### config.mk
export PLATFORM = sky130hd
export DESIGN_NAME = ump_aux
export DESIGN_NICKNAME = d
export VERILOG_FILES = /design/src/ump_pkg.sv /design/src/ump_fifo.sv /design/src/ump_aux.sv
export SDC_FILE = /design/constraint.sdc
export NUM_CORES = 1
export LEC_CHECK = 0
export BUFFER_PORTS_ARGS = -buffer_cell sky130_fd_sc_hd__buf_2
export CAP_MARGIN = 30
export CELL_PAD_IN_SITES_DETAIL_PLACEMENT = 1
export CELL_PAD_IN_SITES_GLOBAL_PLACEMENT = 2
export CORE_UTILIZATION = 33
export CTS_BUF_LIST = sky130_fd_sc_hd__clkbuf_4 sky130_fd_sc_hd__clkbuf_8
export CTS_CLUSTER_DIAMETER = 150
export DETAILED_ROUTE_END_ITERATION = 10
export HOLD_SLACK_MARGIN = 0.05
export PLACE_DENSITY_LB_ADDON = 0.08
export SETUP_SLACK_MARGIN = 0.1
export SLEW_MARGIN = 15
export SYNTH_ARGS = -nofsm -noshare
export SYNTH_HDL_FRONTEND = slang
export SYNTH_SLANG_ARGS = --single-unit
### constraint.sdc
create_clock -name ref_clk -period 2.5 [get_ports ref_clk]
set_input_delay 0.5 -clock ref_clk [delete_from_list [all_inputs] [get_ports ref_clk]]
set_output_delay 0.5 -clock ref_clk [all_outputs]
set_load 0.005 [all_outputs]
### src/ump_pkg.sv
/*
 * constants and types shared by the auxiliary serial-port modes block:
 * multidrop address handling, infrared shaping, sleep and loopback.
 * assumes a core receiver/transmitter on the same clock supplies bytes,
 * serial bits and a 16x oversampling tick.
 */
// What this block does
// - multidrop on when multidrop bit, unlock set, special detect off; forces zero parity
// - normal multidrop: parity-one byte is address, flags parity error; data dropped if disabled
// - normal multidrop: every address byte stored in fifo, line status interrupt raised
// - receiver enabled: data bytes accepted, each further address raises line status interrupt
// - auto address detect on when multidrop bit, unlock and special detect all set
// - auto detect compares addresses with second stop char; discards others while disabled
// - matching address enables receiver, stored with parity in error slot, interrupt raised
// - auto detect: mismatching address while enabled disables receiver and is dropped
// - basic infrared: high pulse of 3/16 bit for each zero bit
// - fast infrared: high pulse of 1/4 bit for each zero bit
// - control bit 6 enables infrared; status bit 7 with unlock selects fast
// - infrared receive input idles low from reset
// - sleep only with no interrupt, enable set, no modem deltas, rx idle, divisor, fifos empty
// - sleep stops the oscillator output
// - wake on rx start edge, transmit write or any modem input change
// - after wake, sleep re-entered automatically once interrupts are cleared
// - never sleep with interrupt pending; keep sleeping until enable cleared
// - asleep with isolate pin high: isolate bus inputs
// - isolated: wake only by rx start edge or modem input change
// - back to isolation automatically; leave when enable cleared or pin low
// - wake-up interrupt enabled by fifo control bit 3, disabled after reset
// - loopback feeds transmit shift output into receive input
// - loopback: tx held mark, modem outputs deasserted, modem inputs ignored
package ump_pkg;
   localparam int UMP_DATA_W = 8;
   localparam int UMP_WORD_W = 9;
   localparam int UMP_FIFO_DEPTH = 4;
   localparam int UMP_OVERSAMPLE = 16;
   localparam logic [3:0] UMP_IR_SLOW_TICKS = 4'h3;
   localparam logic [3:0] UMP_IR_FAST_TICKS = 4'h4;
   localparam logic [3:0] UMP_IR_BIT_LAST = 4'hF;
   localparam int UMP_PAR_ERR_POS = 8;
   localparam logic [3:0] UMP_MODEM_IDLE = 4'hF;
   localparam logic UMP_MARK = 1'b1;
   localparam logic UMP_IR_IDLE = 1'b0;
   typedef enum logic [1:0] {
      UMP_AWAKE = 2'b01,
      UMP_ASLEEP = 2'b10
   } ump_pwr_t;
endpackage

### src/ump_fifo.sv
/*
 * small synchronous fifo with valid/ready on both sides and a fill level.
 * assumes one clock and a synchronous active-high reset.
 */
`timescale 1ns/1ps
module ump_fifo #(
   parameter int WIDTH = 9,
   parameter int DEPTH = 4
) (
   // clock and reset
   input wire logic ref_clk,
   input wire logic reset,
   // fill side
   input wire logic in_valid,
   output logic in_ready,
   input wire logic [WIDTH-1:0] in_data,
   // drain side
   output logic out_valid,
   input wire logic out_ready,
   output logic [WIDTH-1:0] out_data,
   // status
   output logic [$clog2(DEPTH+1)-1:0] level
);
   localparam int PW = $clog2(DEPTH);
   logic [WIDTH-1:0] mem [DEPTH];
   logic [PW-1:0] wr_q;
   logic [PW-1:0] rd_q;
   logic [$clog2(DEPTH+1)-1:0] cnt_q;
   logic push;
   logic pop;

   assign in_ready = (cnt_q != DEPTH[$clog2(DEPTH+1)-1:0]);
   assign out_valid = (cnt_q != '0);
   assign out_data = mem[rd_q];
   assign level = cnt_q;
   assign push = in_valid & in_ready;
   assign pop = out_valid & out_ready;

   always_ff @(posedge ref_clk) begin
      if (push) begin
         mem[wr_q] <= in_data;
      end
   end

   always_ff @(posedge ref_clk) begin
      if (reset) begin
         wr_q <= '0;
         rd_q <= '0;
         cnt_q <= '0;
      end else begin
         if (push) begin
            wr_q <= (wr_q == PW'(DEPTH - 1)) ? '0 : wr_q + 1'b1;
         end
         if (pop) begin
            rd_q <= (rd_q == PW'(DEPTH - 1)) ? '0 : rd_q + 1'b1;
         end
         if (push && !pop) begin
            cnt_q <= cnt_q + 1'b1;
         end else if (pop && !push) begin
            cnt_q <= cnt_q - 1'b1;
         end
      end
   end
endmodule

### src/ump_aux.sv
/*
 * auxiliary modes of the serial port: multidrop address filtering into a
 * 4-word receive buffer, infrared pulse encode/decode, sleep with wake-up
 * and bus isolation, wake-up interrupt and internal loopback.
 * assumes the core uart shares ref_clk, hands received bytes with their
 * parity bit, gives its transmit shift output and a 16x bit tick.
 */
`timescale 1ns/1ps
module ump_aux (
   // clock and reset
   input wire logic ref_clk,
   input wire logic reset,
   // configuration bits
   input wire logic enh_unlock,
   input wire logic spec_char_en,
   input wire logic multidrop_en,
   input wire logic irda_fast_sel,
   input wire logic irda_en,
   input wire logic loopback_en,
   input wire logic sleep_en,
   input wire logic wake_int_en,
   input wire logic [ump_pkg::UMP_DATA_W-1:0] second_stop_char,
   // host receiver enable control
   input wire logic rx_enable_wr,
   input wire logic rx_enable_val,
   // received characters from core
   input wire logic rx_char_valid,
   input wire logic [ump_pkg::UMP_DATA_W-1:0] rx_char_data,
   input wire logic rx_char_parity,
   input wire logic rx_char_perr,
   output logic rx_char_ready,
   // receive buffer drain
   output logic rxb_valid,
   input wire logic rxb_ready,
   output logic [ump_pkg::UMP_WORD_W-1:0] rxb_data,
   // receive status
   output logic rx_enabled,
   output logic force_parity_zero,
   output logic line_status_int,
   // serial path
   input wire logic baud16_tick,
   input wire logic tx_bit_start,
   input wire logic tx_shift_out,
   input wire logic rx_pin,
   output logic tx_pin,
   output logic rx_to_core,
   // modem signals
   input wire logic rts_req,
   input wire logic dtr_req,
   input wire logic cts_n_in,
   input wire logic dsr_n_in,
   input wire logic carrier_detect_in,
   input wire logic ring_indicate_in,
   output logic rts_n_out,
   output logic dtr_n_out,
   output logic [3:0] modem_to_core,
   // sleep conditions
   input wire logic int_pending,
   input wire logic [3:0] msr_delta,
   input wire logic divisor_nonzero,
   input wire logic tx_fifo_empty,
   input wire logic rx_fifo_empty,
   input wire logic thr_write,
   input wire logic bus_isolate_pin,
   input wire logic wake_int_clr,
   // power outputs
   output logic asleep,
   output logic osc_run,
   output logic bus_isolated,
   output logic wake_int
);
   import ump_pkg::*;

   // synchronisers: pins into ref_clk
   logic rx_s1_q, rx_s2_q, rx_s3_q;
   logic [3:0] mdm_s1_q, mdm_s2_q, mdm_s3_q;
   logic iso_s1_q, iso_s2_q;

   always_ff @(posedge ref_clk) begin
      if (reset) begin
         rx_s1_q <= UMP_MARK;
         rx_s2_q <= UMP_MARK;
         rx_s3_q <= UMP_MARK;
      end else begin
         rx_s1_q <= rx_pin;
         rx_s2_q <= rx_s1_q;
         rx_s3_q <= rx_s2_q;
      end
   end

   always_ff @(posedge ref_clk) begin
      if (reset) begin
         mdm_s1_q <= UMP_MODEM_IDLE;
         mdm_s2_q <= UMP_MODEM_IDLE;
         mdm_s3_q <= UMP_MODEM_IDLE;
         iso_s1_q <= 1'b0;
         iso_s2_q <= 1'b0;
      end else begin
         mdm_s1_q <= {ring_indicate_in, carrier_detect_in, dsr_n_in, cts_n_in};
         mdm_s2_q <= mdm_s1_q;
         mdm_s3_q <= mdm_s2_q;
         iso_s1_q <= bus_isolate_pin;
         iso_s2_q <= iso_s1_q;
      end
   end

   // mode decode
   logic md_normal, md_auto, ir_fast;
   assign md_normal = multidrop_en & enh_unlock & ~spec_char_en;
   assign md_auto = multidrop_en & enh_unlock & spec_char_en;
   assign ir_fast = irda_fast_sel & enh_unlock;

   // multidrop filter
   logic is_addr, addr_match, keep, push_ok;
   logic [UMP_WORD_W-1:0] word;
   logic [$clog2(UMP_FIFO_DEPTH+1)-1:0] level;
   logic fifo_in_ready, fifo_pop, fifo_push;
   logic rx_en_q, lsi_q, rdy_q, fpz_q;

   assign is_addr = rx_char_parity;
   assign addr_match = (rx_char_data == second_stop_char);
   assign push_ok = rx_char_valid & rdy_q;

   always_comb begin
      keep = 1'b1;
      word = {rx_char_perr, rx_char_data};
      if (md_normal) begin
         keep = is_addr | rx_en_q;
         word[UMP_PAR_ERR_POS] = is_addr;
      end else if (md_auto) begin
         keep = is_addr ? addr_match : rx_en_q;
         word[UMP_PAR_ERR_POS] = rx_char_parity;
      end
   end

   assign fifo_push = push_ok & keep & fifo_in_ready;
   assign fifo_pop = rxb_valid & rxb_ready;

   // receiver enable: hardware action wins over a host write in the same cycle
   always_ff @(posedge ref_clk) begin
      if (reset) begin
         rx_en_q <= 1'b0;
      end else if (md_auto && push_ok && is_addr) begin
         rx_en_q <= addr_match;
      end else if (rx_enable_wr) begin
         rx_en_q <= rx_enable_val;
      end
   end

   // line status interrupt pulse on each stored address byte
   always_ff @(posedge ref_clk) begin
      if (reset) begin
         lsi_q <= 1'b0;
      end else begin
         lsi_q <= fifo_push & is_addr & (md_normal | md_auto);
      end
   end

   // ready looks one push ahead since it is registered
   always_ff @(posedge ref_clk) begin
      if (reset) begin
         rdy_q <= 1'b0;
         fpz_q <= 1'b0;
      end else begin
         rdy_q <= (32'(level) + 32'(fifo_push) - 32'(fifo_pop)) < UMP_FIFO_DEPTH;
         fpz_q <= md_normal | md_auto;
      end
   end

   ump_fifo #(
      .WIDTH(UMP_WORD_W),
      .DEPTH(UMP_FIFO_DEPTH)
   ) u_rxbuf (
      .ref_clk(ref_clk),
      .reset(reset),
      .in_valid(fifo_push),
      .in_ready(fifo_in_ready),
      .in_data(word),
      .out_valid(rxb_valid),
      .out_ready(rxb_ready),
      .out_data(rxb_data),
      .level(level)
   );

   assign rx_char_ready = rdy_q;
   assign rx_enabled = rx_en_q;
   assign force_parity_zero = fpz_q;
   assign line_status_int = lsi_q;

   // infrared encoder: phase within bit, restarted at each bit start
   logic [3:0] ph_q, ir_width;
   logic ir_pulse;
   assign ir_width = ir_fast ? UMP_IR_FAST_TICKS : UMP_IR_SLOW_TICKS;
   assign ir_pulse = ~tx_shift_out & (ph_q < ir_width);

   always_ff @(posedge ref_clk) begin
      if (reset) begin
         ph_q <= '0;
      end else if (tx_bit_start) begin
         ph_q <= '0;
      end else if (baud16_tick && ph_q != UMP_IR_BIT_LAST) begin
         ph_q <= ph_q + 1'b1;
      end
   end

   // infrared decoder: a light pulse yields a zero for one bit time
   logic [3:0] dec_q;
   logic dec_busy_q, ir_rise;
   assign ir_rise = rx_s2_q & ~rx_s3_q;

   always_ff @(posedge ref_clk) begin
      if (reset) begin
         dec_q <= '0;
         dec_busy_q <= 1'b0;
      end else if (ir_rise) begin
         dec_q <= '0;
         dec_busy_q <= 1'b1;
      end else if (dec_busy_q && baud16_tick) begin
         dec_q <= dec_q + 1'b1;
         dec_busy_q <= (dec_q != UMP_IR_BIT_LAST);
      end
   end

   // serial pins and loopback
   logic tx_q, rxc_q, rts_q, dtr_q;
   logic [3:0] mdm_q;

   always_ff @(posedge ref_clk) begin
      if (reset) begin
         tx_q <= UMP_MARK;
         rxc_q <= UMP_MARK;
         rts_q <= 1'b1;
         dtr_q <= 1'b1;
         mdm_q <= UMP_MODEM_IDLE;
      end else if (loopback_en) begin
         tx_q <= UMP_MARK;
         rxc_q <= tx_shift_out;
         rts_q <= 1'b1;
         dtr_q <= 1'b1;
         mdm_q <= UMP_MODEM_IDLE;
      end else begin
         tx_q <= irda_en ? ir_pulse : tx_shift_out;
         rxc_q <= irda_en ? ~dec_busy_q : rx_s2_q;
         rts_q <= ~rts_req;
         dtr_q <= ~dtr_req;
         mdm_q <= mdm_s2_q;
      end
   end

   assign tx_pin = tx_q;
   assign rx_to_core = rxc_q;
   assign rts_n_out = rts_q;
   assign dtr_n_out = dtr_q;
   assign modem_to_core = mdm_q;

   // sleep control
   ump_pwr_t pwr_q;
   logic rx_idle, start_edge, mdm_change, wake_ev, can_sleep;
   logic iso_q, osc_q, wint_q;

   // in infrared mode the pin idles low and a start bit is a rising pulse
   assign rx_idle = irda_en ? (rx_s2_q == UMP_IR_IDLE) : rx_s2_q;
   assign start_edge = irda_en ? ir_rise : (rx_s3_q & ~rx_s2_q);
   assign mdm_change = ~loopback_en & (mdm_s2_q != mdm_s3_q);
   assign wake_ev = start_edge | mdm_change | (thr_write & ~iso_q);
   assign can_sleep = ~int_pending & ~wint_q & sleep_en & (msr_delta == 4'h0)
                      & rx_idle & divisor_nonzero & tx_fifo_empty & rx_fifo_empty
                      & ~rxb_valid & ~wake_ev;

   always_ff @(posedge ref_clk) begin
      if (reset) begin
         pwr_q <= UMP_AWAKE;
      end else begin
         case (pwr_q)
            UMP_AWAKE: begin
               if (can_sleep) begin
                  pwr_q <= UMP_ASLEEP;
               end
            end
            UMP_ASLEEP: begin
               if (wake_ev || !sleep_en) begin
                  pwr_q <= UMP_AWAKE;
               end
            end
            default: begin
               pwr_q <= UMP_AWAKE;
            end
         endcase
      end
   end

   // isolation follows sleep; leaves three cycles after the pin drops, or on a wake event
   always_ff @(posedge ref_clk) begin
      if (reset) begin
         iso_q <= 1'b0;
         osc_q <= 1'b1;
      end else begin
         iso_q <= (pwr_q == UMP_ASLEEP) & iso_s2_q & sleep_en & ~wake_ev;
         osc_q <= (pwr_q != UMP_ASLEEP) | wake_ev | ~sleep_en;
      end
   end

   // wake-up interrupt: set wins over the host clear
   always_ff @(posedge ref_clk) begin
      if (reset) begin
         wint_q <= 1'b0;
      end else if (pwr_q == UMP_ASLEEP && wake_ev && wake_int_en) begin
         wint_q <= 1'b1;
      end else if (wake_int_clr) begin
         wint_q <= 1'b0;
      end
   end

   logic sleep_q;
   always_ff @(posedge ref_clk) begin
      if (reset) begin
         sleep_q <= 1'b0;
      end else begin
         sleep_q <= (pwr_q == UMP_ASLEEP) & ~wake_ev & sleep_en;
      end
   end

   assign asleep = sleep_q;
   assign osc_run = osc_q;
   assign bus_isolated = iso_q;
   assign wake_int = wint_q;
endmodule

==> impl_metrics.csv <==
group,metric,value,unit
outcome,status,"finished, final reports clean",
power_and_ir_drop,power.share.switching,0.272,
synth,syn_avg_cell_area,12.7,um^2
final_layout,multi_input_comb_area,1430,um^2
clocking,cts_sinks,89,
route,postRouteAntennaNets,0,
final_layout,num_antenna_cells,0,
critical_path,crit_path_end,"u_rxbuf.level[2]$_SDFFE_PP0P_",
power_and_ir_drop,p_comb_frac,0.238,
placed_design,io_buffers,78,
synth,yosysMostFrequentCell,"dfxtp_1",
power_and_ir_drop,leakagePower,0.00188,uW
clocking,numCtsBuffers,9,
clocking,htreeDepth,3,
power_and_ir_drop,ir_drop,0.326,mV
final_layout,drive_gt1_frac,0.411,
critical_path,r2r_slack,250,ps
clocking,cts_tree,"done",
power_and_ir_drop,p_per_area,780,nW/um^2
worst_hold_path,hold_class,"in -> reg",
synth,synthesis.nets,353,
critical_path,r2r-start,"u_rxbuf.level[2]$_SDFFE_PP0P_",
floorplanning,core_area,10500,um^2
timing,slew_headroom,0.704,
clocking,clock_latency,350,ps
synth,post_synth_instance_area,3600,um^2
final_layout,fin_nets,468,
route,viasPerCell,4.69,
timing,fin_crit,2300,ps
synth,synth-async-reset-ratio,0,
route,drt_iter0_markers,57,
global_routing,overflow,0,
synth,synthTopCellsByArea,"edfxtp_1 30%, dfxtp_1 29%, mux4_2 5.6%",
synth,synth_flop_cell,"dfxtp_1",
final_layout,area_growth,29.7,%
synth,synth.largest_area_cell,"edfxtp_1",
worst_hold_path,hold_path_startpoint,"dtr_req",
critical_path,critical-path-slowest-cell,"fa_2",
route,totalWireLength,7880,um
timing,finalWorstSetupSlack,196,ps
final_layout,nFillCells,1161,
clocking,clockBufferDepth,2,
timing,holdWs,302,ps
floorplanning,start_util,0.345,
floorplanning,fp.dieH,107,um
floorplanning,rows,37,
critical_path,start_kind,"input port",
critical_path,crit_path_start,"rx_char_data[7]",
power_and_ir_drop,p_clk_frac,0.310,
synth,seq_area_frac_synth,0.594,
route,detail_route.wl_per_cell,14.6,um
job,maxCapViolations,0,
global_routing,grt_max_degree,43,
synth,syn_inst,284,
timing,finalSetupViolations,0,
timing,finalCritPeriodShare,0.921,
clocking,clk_pin_slew,90,ps
critical_path,cp_max_fo,3,
placed_design,placed_cells,523,
power_and_ir_drop,p_switching,992,uW
timing,setup_tns,0,ps
critical_path,end_kind,"flip-flop",
timing,slew_viol_final,0,
synth,ys_ff_latch,89,
global_routing,antenna_found_initial,0,
timing,clock_skew,13.3,ps
global_routing,grt_pass1_vias,2669,
critical_path,cpPeakStageDelay,340,ps
critical_path,required,2790,ps
timing,finalHoldViolations,0,
route,drt-pass1-iter-count,4,
global_routing,grt_usage,0.150,
synth,ys_types,46,
clocking,root_buffer,"clkbuf_8",
final_layout,layout.cells.non_filler,540,
power_and_ir_drop,p_int,2650,uW
timing,worst_pin_slew,443,ps
floorplanning,die_w,107,um
critical_path,rr_endpoint,"u_rxbuf.level[2]$_SDFFE_PP0P_",
critical_path,ff2ff_path_depth,10,
synth,synth_top_area_share,0.300,
placed_design,dp_slack,-244,ps
final_layout,seq_area,2140,um^2
synth,synth_commonest_cells,"53 x dfxtp_1, 36 x edfxtp_1, 18 x xor2_1, 16 x or2_2",
floorplanning,ios,79,
route,drcViolationCount,0,
floorplanning,die-area,11300,um^2
timing,grt_setup_unrepaired,"no",
placed_design,gp_congestion,0.755,
synth,synth_warnings,0,
final_layout,final_util,0.447,
critical_path,arrival,2590,ps
critical_path,path_cells,"buf_2, xor2_1, nor4_2, buf_4, a21oi_2, nor2_2, ha_2, inv_2, fa_2, xor2_1, or3_4, a21oi_2",
synth,synth_enable_flop_cells,36,
timing,fmax,434,MHz
power_and_ir_drop,seqPwrFrac,0.453,
route,vias,2530,
global_routing,grt_pass1_wl,12800,um
placed_design,place_hpwl,5980,um
critical_path,worstSetupPathType,"in -> reg",
what timing repair did:
item	in CTS	in global routing
resized for setup	0	5
setup endpoints to repair	0	2
setup buffers	0	1
hold buffers	0	0
worst min path at each step:
stage / slack [ps] / depth (start not counted) / end
global route: 280 / 2 / dtr_n_out$_SDFF_PP1_
floorplan: 390 / 1 / mdm_s2_q[0]$_SDFF_PP1_
detailed placement: 400 / 1 / mdm_s2_q[2]$_SDFF_PP1_
finish: 300 / 2 / dtr_n_out$_SDFF_PP1_
global placement: 390 / 1 / mdm_s2_q[2]$_SDFF_PP1_
CTS: 280 / 2 / dtr_n_out$_SDFF_PP1_
final cells by class:
class,instances,share of cell area
clock inverters,7,0.0227
flip-flops and latches,89,0.459
clock buffers,9,0.0265
inverters,10,0.00803
well taps,136,0.0364
multi-input cells,179,0.305
repair buffers,110,0.143
state kept, by name (all words and copies together), names as in the netlist, 2 cells and up, named ones only:
name / flops
u_rxbuf.mem: 36
u_rxbuf.wr_q: 2
ph_q: 4
dec_q: 4
u_rxbuf.level: 3
modem_to_core: 4
u_rxbuf.rd_q: 2
pwr_q: 2
mdm_s3_q: 4
mdm_s2_q: 4
mdm_s1_q: 4
through the flow:
step                instance area, um^2  total power, uW
global placement                   4430             2530
finish                             4680             3650
detailed placement                 4430             2540
floorplan                          3620             2160
global route                       4680             3860
CTS                                4660             3700
power groups by stage:
stage	sequential [uW]	clock [uW]	combinational (uW)
after global placement	1680	0	852
after global routing	1660	1220	974
after detailed placement	1680	0	863
after floorplan	1680	0	483
final	1650	1130	866
after CTS	1650	1180	867
critical path, delay by kind of cell:
kind / cells / cell delay [ps]
AOI/OAI and AO/OA: 2 / 180
buffers and inverters: 3 / 330
adders and majority gates: 2 / 540
and+or+nand+nor: 3 / 720
xor gates and xnor gates: 2 / 330
placed cells by master (no fill, tap or decap), types with 4 or more instances in the layout:
cell,n
buf_2,78
a21oi_1,11
buf_4,29
o21ai_0,7
nand3_1,7
nor2b_1,6
xor2_1,18
mux4_2,9
or2_2,16
ha_1,14
or3_1,6
clkbuf_8,9
nor4b_1,4
inv_1,9
nand2_1,14
dfxtp_1,51
edfxtp_1,36
and2_1,7
nor3_1,5
nor2_1,11
kinds of logic (layout without fill, tap and decap cells):
family / after synthesis / in the layout / synth area share
fa+ha+maj: 16 / 16 / 0.0576
xor+xnor: 20 / 20 / 0.0486
mux: 13 / 13 / 0.0677
buf+inv: 16 / 136 / 0.0170
compound gates: 29 / 29 / 0.0496
simple gates: 101 / 101 / 0.165
flops: 89 / 89 / 0.594
routing by layer:
layer  track usage  vias up  routed length [um]
met5             0        -                   0
met4        0.0577        0                 110
met3        0.0392        9                 280
met2         0.266       43                4050
met1         0.173     1226                3440
li1              -     1252                   -
(Power assumes the default switching activity.)
